$ cat src/pmu_regs_pkg.sv
// Register map constants of the power management control register bank.
// Shared by the bank, its assertion checker and its testbench.
package pmu_regs_pkg;
   localparam logic [7:0] SYSTEM_MONITOR_CTRL_OFS  = 8'h00;
   localparam logic [7:0] THERMAL_IRQ_CTRL_OFS     = 8'h01;
   localparam logic [7:0] BUCK1_VOLTAGE_SEL_OFS    = 8'h10;
   localparam logic [7:0] BUCK1_CONTROL_OFS        = 8'h12;
   localparam logic [7:0] BUCK2_VOLTAGE_SEL_OFS    = 8'h20;
   localparam logic [7:0] BUCK2_CONTROL_OFS        = 8'h22;
   localparam logic [7:0] KEEPALIVE_LDO_ENABLE_OFS = 8'h91;
   localparam logic [7:0] CHARGER_CONFIG_OFS       = 8'hA1;
   localparam logic [7:0] CHARGER_STATUS_OFS       = 8'hA8;
   localparam logic [7:0] CHARGER_IRQ_CTRL_OFS     = 8'hA9;
   localparam logic [7:0] CHARGER_STATE_OFS        = 8'hAA;
   localparam logic [7:0] OTG_SWITCH_CTRL_OFS      = 8'hB0;
   localparam logic [7:0] OTG_IRQ_CTRL_OFS         = 8'hB2;
   localparam logic [7:0] IRQ_SOURCE_ADDRESS_OFS   = 8'hC1;

   // Bit positions.
   localparam int UNMASK_BIT    = 7;
   localparam int FLAG_BIT      = 6;
   localparam int BELOW_NOW_BIT = 5;
   localparam int THRESH_LSB    = 0;
   localparam int THRESH_W      = 4;
   localparam int LEVEL_LSB     = 0;
   localparam int LEVEL_W       = 6;
   localparam int ENABLE_BIT    = 7;
   localparam int PHASE_BIT     = 2;
   localparam int FAULT_UM_BIT  = 1;
   localparam int PGOOD_BIT     = 0;

   // Bits that software may change; all others ignore writes.
   localparam logic [7:0] SYS_WMASK       = 8'h8F;
   localparam logic [7:0] THERM_WMASK     = 8'h80;
   localparam logic [7:0] LEVEL_WMASK     = 8'h3F;
   localparam logic [7:0] BUCK_CTRL_WMASK = 8'h86;
   localparam logic [7:0] KEEPALIVE_WMASK = 8'hC0;
   localparam logic [7:0] CHG_CFG_WMASK   = 8'hBF;
   localparam logic [7:0] CHG_IRQ_WMASK   = 8'hFF;
   localparam logic [7:0] OTG_SW_WMASK    = 8'hE2;
   localparam logic [7:0] OTG_IRQ_WMASK   = 8'hCE;

   // Reset values of the stored bits.
   localparam logic [7:0] SYS_RST         = 8'h00;
   localparam logic [7:0] THERM_RST       = 8'h00;
   localparam logic [7:0] BUCK1_LEVEL_RST = 8'h18;
   localparam logic [7:0] BUCK2_LEVEL_RST = 8'h39;
   localparam logic [7:0] BUCK1_CTRL_RST  = 8'h80;
   localparam logic [7:0] BUCK2_CTRL_RST  = 8'h84;
   localparam logic [7:0] KEEPALIVE_RST   = 8'h80;
   localparam logic [7:0] CHG_CFG_RST     = 8'h28;
   localparam logic [7:0] CHG_IRQ_RST     = 8'h00;
   localparam logic [7:0] OTG_SW_RST      = 8'h20;
   localparam logic [7:0] OTG_IRQ_RST     = 8'h00;

   localparam int NUM_BUCKS = 2;
endpackage

$ cat src/pmu_control_register_bank.sv
// Control and status register bank of the power management unit.
// Assumes a serial bus engine on clk that issues one-cycle read and write
// strobes with an 8-bit address; analog status levels arrive asynchronously.
`timescale 1ns/1ns

// Operation
// System register bit 7 is writable supply-level interrupt unmask.
// System register bit 6 reads 1 once a supply-level interrupt occurred.
// System register bit 5 shows live supply-below-threshold comparison.
// System register bits 3:0 hold the writable supply threshold select.
// Thermal register bit 7 is writable thermal interrupt unmask.
// Thermal register bit 6 reads 1 once a thermal interrupt occurred.
// Each buck has a writable six-bit output level; bits 7:6 reserved.
// Buck control bit 7 enables the regulator when 1.
// Buck control bit 2 selects 180 degree phase when 1, in phase when 0.
// Buck control bit 1 lets that buck's fault raise an interrupt.
// Buck control bit 0 reads 1 while output is above power-good level.
// Software should keep reserved bits at their default values.
// Writes to read-only and reserved bits are ignored.
// Interrupt request rises whenever an active status meets its set unmask; only supply, thermal and buck fault sources feed irq_request,
// the charger and OTG interrupt control bits do not.
module pmu_control_register_bank (
   input  wire logic                                    clk,
   input  wire logic                                    arst_n,
   input  wire logic [7:0]                              reg_addr,
   input  wire logic                                    reg_wr_en,
   input  wire logic [7:0]                              reg_wr_data,
   input  wire logic                                    reg_rd_en,
   output logic      [7:0]                              reg_rd_data,
   input  wire logic                                    supply_below_threshold_now,
   input  wire logic                                    thermal_alarm,
   input  wire logic [pmu_regs_pkg::NUM_BUCKS-1:0]      buck_power_good,
   input  wire logic [pmu_regs_pkg::NUM_BUCKS-1:0]      buck_fault,
   input  wire logic [7:0]                              charger_status_in,
   input  wire logic [7:0]                              charger_state_in,
   input  wire logic [7:0]                              otg_status_in,
   input  wire logic [7:0]                              irq_source_in,
   output logic [pmu_regs_pkg::THRESH_W-1:0]            supply_threshold_sel,
   output logic [pmu_regs_pkg::NUM_BUCKS-1:0][5:0]      output_level_sel,
   output logic [pmu_regs_pkg::NUM_BUCKS-1:0]           buck_enable,
   output logic [pmu_regs_pkg::NUM_BUCKS-1:0]           buck_phase_180,
   output logic [7:0]                                   keepalive_ldo_enable,
   output logic [7:0]                                   charger_config,
   output logic [7:0]                                   charger_irq_ctrl,
   output logic [7:0]                                   otg_switch_ctrl,
   output logic [7:0]                                   otg_irq_ctrl,
   output logic                                         irq_request
);

   // Analog levels cross into clk through two flip-flops each.
   localparam int SYNC_W = 2 + 2 * pmu_regs_pkg::NUM_BUCKS;

   logic [SYNC_W-1:0] async_in;
   logic [SYNC_W-1:0] sync1_q;
   logic [SYNC_W-1:0] sync2_q;

   assign async_in = {buck_fault, buck_power_good, thermal_alarm, supply_below_threshold_now};

   always_ff @(posedge clk or negedge arst_n) begin
      if (!arst_n) begin
         sync1_q <= '0;
         sync2_q <= '0;
      end else begin
         sync1_q <= async_in;
         sync2_q <= sync1_q;
      end
   end

   logic                                below_now;
   logic                                thermal_now;
   logic [pmu_regs_pkg::NUM_BUCKS-1:0]  pgood_now;
   logic [pmu_regs_pkg::NUM_BUCKS-1:0]  fault_now;

   assign below_now   = sync2_q[0];
   assign thermal_now = sync2_q[1];
   assign pgood_now   = sync2_q[2 +: pmu_regs_pkg::NUM_BUCKS];
   assign fault_now   = sync2_q[2 + pmu_regs_pkg::NUM_BUCKS +: pmu_regs_pkg::NUM_BUCKS];

   // Address decode.
   logic wr_sys;
   logic wr_therm;
   logic wr_keep;
   logic wr_chg_cfg;
   logic wr_chg_irq;
   logic wr_otg_sw;
   logic wr_otg_irq;
   logic rd_sys;
   logic rd_therm;

   assign wr_sys     = reg_wr_en && (reg_addr == pmu_regs_pkg::SYSTEM_MONITOR_CTRL_OFS);
   assign wr_therm   = reg_wr_en && (reg_addr == pmu_regs_pkg::THERMAL_IRQ_CTRL_OFS);
   assign wr_keep    = reg_wr_en && (reg_addr == pmu_regs_pkg::KEEPALIVE_LDO_ENABLE_OFS);
   assign wr_chg_cfg = reg_wr_en && (reg_addr == pmu_regs_pkg::CHARGER_CONFIG_OFS);
   assign wr_chg_irq = reg_wr_en && (reg_addr == pmu_regs_pkg::CHARGER_IRQ_CTRL_OFS);
   assign wr_otg_sw  = reg_wr_en && (reg_addr == pmu_regs_pkg::OTG_SWITCH_CTRL_OFS);
   assign wr_otg_irq = reg_wr_en && (reg_addr == pmu_regs_pkg::OTG_IRQ_CTRL_OFS);
   assign rd_sys     = reg_rd_en && (reg_addr == pmu_regs_pkg::SYSTEM_MONITOR_CTRL_OFS);
   assign rd_therm   = reg_rd_en && (reg_addr == pmu_regs_pkg::THERMAL_IRQ_CTRL_OFS);

   // Only masked bits take the written value; the rest keep their state.
   function automatic logic [7:0] merge(input logic [7:0] old, input logic [7:0] wdata, input logic [7:0] wmask);
      merge = (old & ~wmask) | (wdata & wmask);
   endfunction

   logic [7:0] sys_q;
   logic [7:0] sys_d;
   logic [7:0] therm_q;
   logic [7:0] therm_d;
   logic [7:0] keep_q;
   logic [7:0] chg_cfg_q;
   logic [7:0] chg_irq_q;
   logic [7:0] otg_sw_q;
   logic [7:0] otg_irq_q;

   assign sys_d   = wr_sys ? merge(sys_q, reg_wr_data, pmu_regs_pkg::SYS_WMASK) : sys_q;
   assign therm_d = wr_therm ? merge(therm_q, reg_wr_data, pmu_regs_pkg::THERM_WMASK) : therm_q;

   always_ff @(posedge clk or negedge arst_n) begin
      if (!arst_n) begin
         sys_q     <= pmu_regs_pkg::SYS_RST;
         therm_q   <= pmu_regs_pkg::THERM_RST;
         keep_q    <= pmu_regs_pkg::KEEPALIVE_RST;
         chg_cfg_q <= pmu_regs_pkg::CHG_CFG_RST;
         chg_irq_q <= pmu_regs_pkg::CHG_IRQ_RST;
         otg_sw_q  <= pmu_regs_pkg::OTG_SW_RST;
         otg_irq_q <= pmu_regs_pkg::OTG_IRQ_RST;
      end else begin
         sys_q     <= sys_d;
         therm_q   <= therm_d;
         keep_q    <= wr_keep ? merge(keep_q, reg_wr_data, pmu_regs_pkg::KEEPALIVE_WMASK) : keep_q;
         chg_cfg_q <= wr_chg_cfg ? merge(chg_cfg_q, reg_wr_data, pmu_regs_pkg::CHG_CFG_WMASK) : chg_cfg_q;
         chg_irq_q <= wr_chg_irq ? merge(chg_irq_q, reg_wr_data, pmu_regs_pkg::CHG_IRQ_WMASK) : chg_irq_q;
         otg_sw_q  <= wr_otg_sw ? merge(otg_sw_q, reg_wr_data, pmu_regs_pkg::OTG_SW_WMASK) : otg_sw_q;
         otg_irq_q <= wr_otg_irq ? merge(otg_irq_q, reg_wr_data, pmu_regs_pkg::OTG_IRQ_WMASK) : otg_irq_q;
      end
   end

   // Sticky event flags: a read of the owning register clears them, but an
   // event present in the clearing cycle keeps the flag set so none is lost.
   logic supply_level_irq_flag_q;
   logic supply_level_irq_flag_d;
   logic thermal_irq_flag_q;
   logic thermal_irq_flag_d;

   assign supply_level_irq_flag_d = below_now | (supply_level_irq_flag_q & ~rd_sys);
   assign thermal_irq_flag_d      = thermal_now | (thermal_irq_flag_q & ~rd_therm);

   always_ff @(posedge clk or negedge arst_n) begin
      if (!arst_n) begin
         supply_level_irq_flag_q <= 1'b0;
         thermal_irq_flag_q      <= 1'b0;
      end else begin
         supply_level_irq_flag_q <= supply_level_irq_flag_d;
         thermal_irq_flag_q      <= thermal_irq_flag_d;
      end
   end

   // Per-buck level and control storage.
   logic [pmu_regs_pkg::NUM_BUCKS-1:0][7:0] level_q;
   logic [pmu_regs_pkg::NUM_BUCKS-1:0][7:0] ctrl_q;
   logic [pmu_regs_pkg::NUM_BUCKS-1:0][7:0] ctrl_view;
   logic [pmu_regs_pkg::NUM_BUCKS-1:0]      fault_irq;

   localparam logic [pmu_regs_pkg::NUM_BUCKS-1:0][7:0] LEVEL_OFS = {pmu_regs_pkg::BUCK2_VOLTAGE_SEL_OFS,
                                                                      pmu_regs_pkg::BUCK1_VOLTAGE_SEL_OFS};
   localparam logic [pmu_regs_pkg::NUM_BUCKS-1:0][7:0] CTRL_OFS  = {pmu_regs_pkg::BUCK2_CONTROL_OFS,
                                                                      pmu_regs_pkg::BUCK1_CONTROL_OFS};
   localparam logic [pmu_regs_pkg::NUM_BUCKS-1:0][7:0] LEVEL_RST = {pmu_regs_pkg::BUCK2_LEVEL_RST,
                                                                      pmu_regs_pkg::BUCK1_LEVEL_RST};
   localparam logic [pmu_regs_pkg::NUM_BUCKS-1:0][7:0] CTRL_RST  = {pmu_regs_pkg::BUCK2_CTRL_RST,
                                                                      pmu_regs_pkg::BUCK1_CTRL_RST};

   genvar gi;
   generate
      for (gi = 0; gi < pmu_regs_pkg::NUM_BUCKS; gi++) begin : g_buck
         logic wr_level;
         logic wr_ctrl;

         assign wr_level = reg_wr_en && (reg_addr == LEVEL_OFS[gi]);
         assign wr_ctrl  = reg_wr_en && (reg_addr == CTRL_OFS[gi]);

         always_ff @(posedge clk or negedge arst_n) begin
            if (!arst_n) begin
               level_q[gi] <= LEVEL_RST[gi];
               ctrl_q[gi]  <= CTRL_RST[gi];
            end else begin
               level_q[gi] <= wr_level ? merge(level_q[gi], reg_wr_data, pmu_regs_pkg::LEVEL_WMASK) : level_q[gi];
               ctrl_q[gi]  <= wr_ctrl ? merge(ctrl_q[gi], reg_wr_data, pmu_regs_pkg::BUCK_CTRL_WMASK) : ctrl_q[gi];
            end
         end

         // The power-good bit is live status, never stored.
         assign ctrl_view[gi] = {ctrl_q[gi][7:1], pgood_now[gi]};
         assign fault_irq[gi] = fault_now[gi] & ctrl_q[gi][pmu_regs_pkg::FAULT_UM_BIT];

         assign output_level_sel[gi] = level_q[gi][pmu_regs_pkg::LEVEL_LSB +: pmu_regs_pkg::LEVEL_W];
         assign buck_enable[gi]      = ctrl_q[gi][pmu_regs_pkg::ENABLE_BIT];
         assign buck_phase_180[gi]   = ctrl_q[gi][pmu_regs_pkg::PHASE_BIT];
      end
   endgenerate

   // Read views with status bits spliced in.
   logic [7:0] sys_view;
   logic [7:0] therm_view;

   always_comb begin
      sys_view = sys_q;
      sys_view[pmu_regs_pkg::FLAG_BIT] = supply_level_irq_flag_q;
      sys_view[pmu_regs_pkg::BELOW_NOW_BIT] = below_now;
      therm_view = therm_q;
      therm_view[pmu_regs_pkg::FLAG_BIT] = thermal_irq_flag_q;
   end

   logic [7:0] rd_mux;

   always_comb begin
      unique case (reg_addr)
         pmu_regs_pkg::SYSTEM_MONITOR_CTRL_OFS:  rd_mux = sys_view;
         pmu_regs_pkg::THERMAL_IRQ_CTRL_OFS:     rd_mux = therm_view;
         pmu_regs_pkg::BUCK1_VOLTAGE_SEL_OFS:    rd_mux = level_q[0];
         pmu_regs_pkg::BUCK1_CONTROL_OFS:        rd_mux = ctrl_view[0];
         pmu_regs_pkg::BUCK2_VOLTAGE_SEL_OFS:    rd_mux = level_q[1];
         pmu_regs_pkg::BUCK2_CONTROL_OFS:        rd_mux = ctrl_view[1];
         pmu_regs_pkg::KEEPALIVE_LDO_ENABLE_OFS: rd_mux = keep_q;
         pmu_regs_pkg::CHARGER_CONFIG_OFS:       rd_mux = chg_cfg_q;
         pmu_regs_pkg::CHARGER_STATUS_OFS:       rd_mux = charger_status_in;
         pmu_regs_pkg::CHARGER_IRQ_CTRL_OFS:     rd_mux = chg_irq_q;
         pmu_regs_pkg::CHARGER_STATE_OFS:        rd_mux = charger_state_in;
         pmu_regs_pkg::OTG_SWITCH_CTRL_OFS:      rd_mux = otg_sw_q | (otg_status_in & ~pmu_regs_pkg::OTG_SW_WMASK);
         pmu_regs_pkg::OTG_IRQ_CTRL_OFS:         rd_mux = otg_irq_q;
         pmu_regs_pkg::IRQ_SOURCE_ADDRESS_OFS:   rd_mux = irq_source_in;
         default:                                rd_mux = 8'h00;
      endcase
   end

   // Read data is captured on the strobe and holds until the next read.
   logic [7:0] rd_data_q;

   always_ff @(posedge clk or negedge arst_n) begin
      if (!arst_n) begin
         rd_data_q <= 8'h00;
      end else if (reg_rd_en) begin
         rd_data_q <= rd_mux;
      end
   end

   assign reg_rd_data = rd_data_q;

   // Fault interrupts are level requests; the event flags are sticky.
   logic irq_q;
   logic irq_d;

   assign irq_d = (supply_level_irq_flag_q & sys_q[pmu_regs_pkg::UNMASK_BIT])
                | (thermal_irq_flag_q & therm_q[pmu_regs_pkg::UNMASK_BIT])
                | (|fault_irq);

   always_ff @(posedge clk or negedge arst_n) begin
      if (!arst_n) begin
         irq_q <= 1'b0;
      end else begin
         irq_q <= irq_d;
      end
   end

   assign irq_request          = irq_q;
   assign supply_threshold_sel = sys_q[pmu_regs_pkg::THRESH_LSB +: pmu_regs_pkg::THRESH_W];
   assign keepalive_ldo_enable = keep_q;
   assign charger_config       = chg_cfg_q;
   assign charger_irq_ctrl     = chg_irq_q;
   assign otg_switch_ctrl      = otg_sw_q;
   assign otg_irq_ctrl         = otg_irq_q;

endmodule

$ cat config.mk
export PLATFORM = sky130hd
export DESIGN_NAME = pmu_control_register_bank
export DESIGN_NICKNAME = d
export VERILOG_FILES = /design/src/pmu_regs_pkg.sv /design/src/pmu_control_register_bank.sv
export SDC_FILE = /design/constraint.sdc
export NUM_CORES = 1
export LEC_CHECK = 0
export BUFFER_PORTS_ARGS = -buffer_cell sky130_fd_sc_hd__buf_2
export CORE_MARGIN = 5
export CORE_UTILIZATION = 46
export CTS_CLUSTER_DIAMETER = 80
export DETAILED_ROUTE_END_ITERATION = 10
export GPL_ROUTABILITY_DRIVEN = 0
export PLACE_DENSITY = 0.76
export REMOVE_ABC_BUFFERS = 1
export SYNTH_ARGS = -nofsm -noshare
export SYNTH_HDL_FRONTEND = slang
export SYNTH_SLANG_ARGS = --single-unit
$ cat constraint.sdc
create_clock -name clk -period 1.4 [get_ports clk]
set_clock_uncertainty 0.15 [all_clocks]
set_input_delay 0.14 -clock clk [delete_from_list [all_inputs] [get_ports clk]]
set_output_delay 0.14 -clock clk [all_outputs]
set_load 0.01 [all_outputs]
==> results of run 1 <==
-- power groups by stage --
stage          clock network, uW  registers (uW)  logic [uW]
2_1_floorplan                  0            2330         188
3_3_place_gp                   0            2310         616
3_5_place_dp                   0            2310         629
4_1_cts                     1690            2270         678
5_1_grt                     1780            2290         768
6_report                    1680            2280         714
-- cell usage in the layout (no fill, tap or decap), types with 13 or more instances in the layout --
master,count
conb_1,14
dfstp_2,13
a22oi_1,16
mux2_2,47
dlygate4sd3_1,14
nand2_1,16
nand3_1,14
buf_4,61
dfrtp_1,60
buf_2,105
-- area by class of cell --
cell class | instances | area share, %
Clock buffer | 10 | 2.40
Clock inverter | 6 | 1.27
Inverter | 3 | 0.211
Multi-Input combinational cell | 214 | 35.3
Sequential cell | 73 | 34.6
Tap cell | 105 | 2.47
Timing Repair Buffer | 189 | 23.8
-- state kept, by name (all words and copies together) (netlist names), 4 cells and up --
signal            cells
sync1_q               6
otg_switch_ctrl       4
sync2_q               6
otg_irq_ctrl          5
charger_config        7
output_level_sel     12
charger_irq_ctrl      8
reg_rd_data           8
sys_q                 5
-- worst paths after layout --
path                                      from                  end  slack [ns]  cells past startpoint
worst min register to register      sync1_q[5]           sync2_q[5]        0.20                      0
worst max-delay path                therm_q[7]       reg_rd_data[7]       -0.17                      5
worst max register to register      therm_q[7]       reg_rd_data[7]       -0.17                      5
worst min-delay path            reg_wr_data[2]             sys_q[2]        0.02                      2
max in group asynchronous               arst_n  output_level_sel[6]        0.56                      3
min in group asynchronous               arst_n           sync1_q[1]        0.17                      3
-- layer usage --
metal  part of all wire (%)  vias up  wire (um)  GRT usage [%]
met2                     48      183       5810           35.7
met4                    2.7        0        320           6.85
met5                      0        -          0              0
met1                     39     1621       4670           30.5
met3                     11       34       1270           6.64
li1                       -     1501          -              -
-- critical path: stages (launching register included) --
cell,delay (ns)
dfrtp_1,0.35
or3b_4,0.37
a211oi_2,0.24
o31ai_2,0.12
nand4_1,0.09
a2bb2oi_1,0.18
-- kinds of logic (layout without fill, tap and decap cells) --
kind of cell | count (synthesis) | after routing | share of synthesized area (%)
compound gates | 62 | 62 | 12.3
flops | 73 | 73 | 48.5
other cells | 1 | 14 | 0.0986
simple gates | 75 | 75 | 13.3
buf+inv | 42 | 208 | 7.11
xor+xnor | 2 | 2 | 0.461
mux | 61 | 61 | 18.3
-- stage by stage --
step	TNS, ns	util (%)	cell area (um^2)	setup WS (ns)
detailed placement	-22.03	58.5	4760	-0.474
CTS	-0.205	63.8	5190	-0.0903
finish	-0.380	65.5	5330	-0.168
floorplan	-7.26	-	3590	-0.331
global route	-1.04	65.5	5330	-0.196
global placement	-21.29	58.5	4760	-0.528
-- timing repair --
action / CTS / global route
hold buffers: 14 / 0
endpoints found under the hold margin: 107 / 0
endpoints found under the setup margin: 38 / 25
setup buffers: 4 / 5
pin swaps: 4 / 10
resized for setup: 15 / 21
==> impl_results.md, run 1 <==
* Post-synth top area cell: dfrtp_1
* Die W at 101 um
* Initial antenna violation count at 0
* Fin. Hold Viols at 0
* Average size of a mapped cell at 12.0 um^2
* CP Class: flop to flop
* Number of synthesized register bits at 73
* Minimum clock period at 1.57 ns
* Combinational Power Share at 15.3%
* Root Driver: clkbuf_8
* P&R area growth vs syn at 40.1%
* Die area at 10,200 um^2
* Yosys warns at 0
* Total gr overflow at 0
* CTS max path bufs at 2
* Dpl hpwl at 8.49 mm
* Clock share of power at 36.0%
* Cell Pwr Density at 877 nW/um^2
* Sequential cell area at 1840 um^2
* CTS tree: built
* Vias in the first global route at 3,360
* Pin count of the biggest net entering global routing at 74
* P_int at 3390 uW
* Max_cap viols at 0
* # rows at 33
* Commonest cells in the netlist: dfrtp_1 (60), mux2_2 (47), buf_4 (24)
* Latest clock arrival within the worst-skew pair at between 0.3 and 0.4 ns
* Via Count at 3,339
* GRT Overall Usage at 22.7%
* Core area at 8130 um^2
* DRC at 0
* Global-route wire length before repair at 17.6 mm
* Port Buffers at 108
* Max Clk Rate at around 640 MHz
* EDFF count, synth at 0
* Final Cycle Share at 112%
* Count leader, synth: dfrtp_1
* Share of cells above drive strength 1 at 57.8%
* Setup crit end kind: flop
* Die height at 101 um
* Critical Path RT at 1.54 ns
* Worst-path clk slew at 0.09 ns
* Total power at 4670 uW
* H-tree Lvls at 3
* Vias per inst at 5.57
* Register area share after synthesis at 48.5%
* Lkg Pwr at 0.00262 uW
* Post-DRT Antenna Nets at 0
* Area contributors post-synth: dfrtp_1 (39%), mux2_2 (14%), dfstp_2 (9.0%), buf_4 (4.7%), a22oi_1 (3.6%)
* Final setup fails at 10
* Top cell type's share of synthesized area at 39.5%
* Clock buffer count from CTS at 9
* Failing checks: setup timing
* Setup ws final at -0.168 ns
* Hold slack at 0.0197 ns
* Area of the multi-input gates at 1880 um^2
* Flop pwr share at 48.7%
* Dominant synthesized flop cell: dfrtp_1
* Io pins at 127
* CP Data Arrival Time at between 1.5 and 2 ns
* CP max FO at 2
* RSZ-0062 raised after global routing: true
* Instance count of the mapped netlist at between 300 and 400
* Synth async-reset ratio at 100%
* 1st-iter DRT viols at 243
* Cells after DPL at 561
* VDD IR max at 0.432 mV
* Sw Ratio at ~27%
* WL/cell at 20.1 um
* Netlist cell types at 54
* Final Max Tran Viols at 0
* TritonRoute pass-1 iters at 4
* P_sw at roughly 1300 uW
* Nets at between 500 and 600
* Antenna fix cells at 0
* Min-delay worst type: input port to flop
* Status: complete, but fails checks
* Initial core utilization at between 40% and 50%
* CTS sink cnt at 73
* Setup crit start kind: flop
* Post-Route WL at 12.1 mm
* Post-Synthesis Cell Area at 3800 um^2
* Fill count at 600
* Non-Filler Instances at 600
Note: power is estimated with default switching activity, not from simulation.
==> inputs of run 2 (changes only) <==
--- a/config.mk
+++ b/config.mk
@@ -7,11 +7,12 @@
 export LEC_CHECK = 0
 export BUFFER_PORTS_ARGS = -buffer_cell sky130_fd_sc_hd__buf_2
 export CORE_MARGIN = 5
-export CORE_UTILIZATION = 46
+export CORE_UTILIZATION = 40
 export CTS_CLUSTER_DIAMETER = 80
 export DETAILED_ROUTE_END_ITERATION = 10
 export GPL_ROUTABILITY_DRIVEN = 0
-export PLACE_DENSITY = 0.76
+export GPL_TIMING_DRIVEN = 0
+export PLACE_DENSITY = 0.67
 export REMOVE_ABC_BUFFERS = 1
 export SYNTH_ARGS = -nofsm -noshare
 export SYNTH_HDL_FRONTEND = slang
==> impl_results.md, run 2 (synthesis gave the netlist of run 1 again) <==
* Status: complete, but fails checks
* Failing checks: setup timing
* TritonRoute pass-1 iters at 4
* Worst slew pin tran at about 0.74 ns
* Port Buffers at roughly 110
* Flip-flop count of the largest register after layout at 12
* CP Data Arrival Time at 1.58 ns
* Die height at 108 um
* Setup crit start kind: flop
* Share of cells above drive strength 1 at 55.2%
* 1st-iter DRT viols at 168
* Global-route wire length before repair at between 15 and 20 mm
* Nets at just over 500
* CP max FO at 2
* Pin count of the biggest net entering global routing at 74
* GRT Overall Usage at roughly a fifth
* Minimum clock period at between 1 and 1.5 ns
* Worst path top cell family by delay: simple AND/OR/NAND/NOR gates
* FF-to-FF path depth at 5
* Total power at 4760 uW
* Slowest CP cell: or3b_4
* Latest clock arrival within the worst-skew pair at 0.35 ns
* Commonest cells after routing, fill and taps aside: buf_2 (99), dfrtp_1 (60), mux2_2 (47)
* Cell Pwr Density at 924 nW/um^2
* CP Class: flop to flop
* P&R area growth vs syn at 35.6%
* Setup crit end kind: flop
* Io pins at 127
* H-tree Lvls at 3
* Final Max Tran Viols at 0
* WL/cell at 19.7 um
* Reg-to-Reg Start: therm_q[7]
* Die area at approximately 12,000 um^2
* CTS max path bufs at 2
* Min-delay worst type: input port to flop
* Root Driver: clkbuf_8
* DRC at 0
* Crit-path max cell delay at 0.37 ns
* Initial antenna violation count at 0
* Hold depth at 3
* Die W at 108 um
* Most common cell after layout, fill and taps aside: buf_2
* Worst Setup SP: therm_q[7]
* Fill count at 749
* Dpl hpwl at 7.77 mm
* CTS tree: built
* Setup TNS at -0.106 ns
* R2R Path End: reg_rd_data[7]
* Worst R2R Setup Slack at -0.06 ns
* Fin. Hold Viols at 0
* Post-Route WL at 11.6 mm
* Via Count at 3,165
* HP Start: charger_state_in[1]
* Final Cycle Share at 104%
* VDD IR max at between 0.4 and 0.5 mV
* Hold Crit Endpoint: reg_rd_data[1]
* Max Clk Rate at 687 MHz
* Critical Path RT at 1.52 ns
* # rows at 35
* Antenna fix cells at 0
* CTS sink cnt at 73
* Vias per inst at 5.39
* Initial core utilization at 41.2%
* RSZ-0062 raised after global routing: true
* Post-DRT Antenna Nets at 0
* Lkg Pwr at 0.00247 uW
* Total gr overflow at 0
* Setup ws final at -0.0551 ns
* Core area at around 9200 um^2
* Vias in the first global route at ~3,000
* Max_cap viols at 0
* Slew margin rel. at 50.6%
* Final setup fails at 4
* Worst Path Buf+Inv at 0
* Worst-path clk slew at 0.08 ns
* Crit-path cells: or3b_4 -> a211oi_2 -> o31ai_1 -> nand4_1 -> a2bb2oi_1
* Clock buffer count from CTS at 9
==> run 2: layout make-up <==
cell class                 instances  area [um^2]  area share (%)
clock buffer                      11          131            2.55
clock inverter                     5         81.3            1.58
inverter                           3         11.3           0.218
multi-input combinational        214         1890            36.7
sequential                        73         1840            35.8
tap                              129          161            3.13
timing repair buffer             152         1030            20.1
==> run 2: power breakdown <==
group | internal [uW] | total, uW | leakage, uW | switching (uW)
Clock | 1010 | 1820 | 0.000104 | 809
Combinational | 318 | 671 | 0.00144 | 352
Sequential | 2210 | 2270 | 0.000927 | 61.2
==> run 2: metrics by stage <==
step / util (%) / cell area, um^2 / instances / hold WS, ns / setup slack, ns
floorplan: - / 3590 / 290 / -0.306 / -0.331
global placement: 46.5 / 4290 / 527 / 0.0979 / -1.11
detailed placement: 46.5 / 4300 / 527 / 0.0993 / -1.16
CTS: 53.6 / 4960 / 574 / 0.00636 / -0.0540
global route: 55.8 / 5150 / 587 / 0.0329 / -0.131
finish: 55.8 / 5150 / 587 / 0.0114 / -0.0551
==> run 2: what timing repair did <==
action | in CTS | in global routing
setup endpoints to repair | 59 | 77
cloned | 0 | 1
endpoints found under the hold margin | 93 | 0
buffers inserted | 18 | 12
pin swaps | 13 | 10
hold buffers | 13 | 0
gates resized for setup | 43 | 20
==> run 2: worst max-delay path by stage <==
stage | end | slack, ns | depth (start not counted)
6_report | reg_rd_data[7] | -0.06 | 5
5_1_grt | reg_rd_data[1] | -0.13 | 5
4_1_cts | reg_rd_data[7] | -0.05 | 5
3_5_place_dp | output_level_sel[2] | -1.16 | 4
3_3_place_gp | output_level_sel[5] | -1.11 | 4
2_1_floorplan | output_level_sel[0] | -0.33 | 3
==> run 2: per-layer routing <==
metal	GRT usage (%)	wire (um)
met4	7.12	277
met5	0	0
met2	29.5	5320
met1	26.6	4960
met3	5.10	1010
==> run 2: tightest hold or removal path, cell delays in order <==
cell	delay [ns]
buf_2	0.10
a31oi_1	0.12
a32oi_1	0.11
==> inputs of run 3 (changes only) <==
--- a/config.mk
+++ b/config.mk
@@ -5,6 +5,7 @@
 export SDC_FILE = /design/constraint.sdc
 export NUM_CORES = 1
 export LEC_CHECK = 0
+export ABC_AREA = 1
 export BUFFER_PORTS_ARGS = -buffer_cell sky130_fd_sc_hd__buf_2
 export CORE_MARGIN = 5
 export CORE_UTILIZATION = 40
==> impl_results.md, run 3 <==
* Crit-path max cell delay at 0.56 ns
* Worst slew pin tran at 0.662 ns
* EDFF count, synth at 0
* Slowest CP cell: dfstp_2
* Io pins at 127
* Non-Filler Instances at 727
* CP Data Arrival Time at 1.04 ns
* Final setup fails at 0
* Global-route wire length before repair at 18.4 mm
* Minimum clock period at around 1.3 ns
* Critical Path RT at 1.11 ns
* Max Clk Rate at 750 MHz
* Fin. Hold Viols at 0
* Root Driver: clkbuf_8
* Lkg Pwr at ~0.0025 uW
* Commonest cells after routing, fill and taps aside: nand2_1 (137), buf_2 (107), nand3_1 (81)
* Latest clock arrival within the worst-skew pair at 0.35 ns
* GRT Overall Usage at about a fifth
* RSZ-0062 raised after global routing: true
* Area contributors post-synth: dfrtp_1 (40%), nand2_1 (14%), nand3_1 (11%), dfstp_2 (9.0%), buf_4 (5.2%)
* Pin count of the biggest net entering global routing at 74
* Synth async-reset ratio at between 90% and 100%
* CP max FO at 3
* Yosys warns at 0
* H-tree Lvls at 3
* GR Util met3 at between 4 and 5%
* Total power at 4760 uW
* Status: finished clean
* Register area share after synthesis at 48.8%
* Cells after DPL at ~700
* Design Area, Final at 4820 um^2
* CP Class: flop to output pin
* M2 GR Usage at a little under a third
* Final Max Tran Viols at 0
* Min-delay worst type: input port to flop
* GR peak layer: met2
* P&R area growth vs syn at 27.5%
* Post-DP Area at 4280 um^2
* Top cell type's share of synthesized area at 39.7%
* Initial core utilization at 40.9%
* Nets at about 650
* Core area at 9240 um^2
* DRC at 0
* Total gr overflow at 0
* Vias per inst at 5.05
* TritonRoute pass-1 iters at 5
* VDD IR max at 0.559 mV
* Post-synth top area cell: dfrtp_1
* Setup crit end kind: output pin
* Post-Synthesis Cell Area at 3780 um^2
* Post-Route WL at 11.7 mm
* Number of synthesized register bits at between 70 and 80
* 1st-iter DRT viols at around 250
* CTS max path bufs at 2
* Most common cell after layout, fill and taps aside: nand2_1
* Die W at approximately 110 um
* Netlist cell types at 26
* CTS tree: built
* Worst Path Buf+Inv at 1
* Vias in the first global route at 3,528
* Die area at 11,500 um^2
* Post-DRT Antenna Nets at 0
* Max_cap viols at 0
* Initial antenna violation count at 0
* Final Core Density at 52.1%
* Worst-path clk slew at around 0.08 ns
* Hold slack at 0.0102 ns
* Fill count at 870
* Worst path top cell family by delay: flip-flops
* Antenna fix cells at 0
* Clock buffer count from CTS at 9
* Slew margin rel. at 55.9%
* Share of cells above drive strength 1 at 30.8%
* CTS sink cnt at 73
* Dominant synthesized flop cell: dfrtp_1
* Final Cycle Share at 95.2%
* Flip-flop count of the largest register after layout at 12
* Via Count at ~3,700
* WL/cell at 16.0 um
* Cell Pwr Density at 988 nW/um^2
* Average size of a mapped cell at 8.09 um^2
* Count leader, synth: nand2_1
* Commonest cells in the netlist: nand2_1 (139), nand3_1 (83), dfrtp_1 (60)
* Met1 Use GR at 29.5%
* Setup crit start kind: flop
* Crit-path cells: buf_2
* # rows at 35
* Port Buffers at about 110
* Instance count of the mapped netlist at 467
* Dpl hpwl at 8.24 mm
* Die height at 107 um
run 3: path summary, 6_finish.rpt:
check	startpoint	end	slack, ns	cells after the start
max reg2reg	output_level_sel[6]	reg_rd_data[0]	0.09	6
min	reg_wr_data[2]	output_level_sel[8]	0.01	3
max in group asynchronous	arst_n	charger_irq_ctrl[0]	0.43	2
max	otg_switch_ctrl[5]	otg_switch_ctrl[5]	0.07	1
min reg2reg	sync1_q[0]	sync2_q[0]	0.19	0
min in group asynchronous	arst_n	reg_rd_data[5]	0.19	2
run 3: worst register-to-register path: cells and delay by family (launching register included):
family | cells | cell delay [ns]
flip-flops | 1 | 0.55
AND/OR/NAND/NOR | 5 | 0.51
buffers and inverters | 1 | 0.04
run 3: metal layers:
layer | up-vias | part of all wire (%)
met4 | 0 | 2.3
met1 | 1721 | 44
met5 | - | 0
met3 | 21 | 8.1
li1 | 1742 | -
met2 | 186 | 45
run 3: metrics by stage:
| stage | setup TNS [ns] | setup WS [ns] |
|---|---|---|
| 6_report | 0 | 0.0672 |
| 5_1_grt | -0.00878 | -0.00878 |
| 4_1_cts | 0 | 0.0115 |
| 3_5_place_dp | -38.35 | -1.72 |
| 3_3_place_gp | -58.12 | -1.58 |
| 2_1_floorplan | -7.43 | -0.518 |
run 3: kinds of logic after synthesis:
| kind of cell | count (synthesis) | synth area share [%] |
|---|---|---|
| AO/OA/AOI/OAI | 53 | 8.64 |
| buffers and inverters | 63 | 9.34 |
| flip-flops | 73 | 48.8 |
| other | 1 | 0.0992 |
| AND/OR/NAND/NOR | 277 | 33.1 |
run 3: area by class of cell:
cell class | instances | area (um^2) | area share (%)
sequential | 73 | 1840 | 38.3
clock buffer | 9 | 124 | 2.57
timing repair buffer | 137 | 800 | 16.6
clock inverter | 7 | 93.8 | 1.95
multi-input combinational | 346 | 1690 | 35.2
tap | 129 | 161 | 3.35
inverter | 26 | 101 | 2.10
run 3: where the power goes:
| group | leakage, uW | internal, uW | switching, uW |
|---|---|---|---|
| Clock | 0.000106 | 1000 | 831 |
| Sequential | 0.000923 | 2240 | 84.0 |
| Combinational | 0.00146 | 236 | 362 |
run 3: what timing repair did:
item | 4_1_cts | 5_1_grt
pin swaps | 3 | 3
setup endpoints to repair | 34 | 99
hold buffers | 14 | 0
buffers inserted | 2 | 13
cloned | 2 | 0
hold endpoints to repair | 91 | 0
resized for setup | 7 | 8
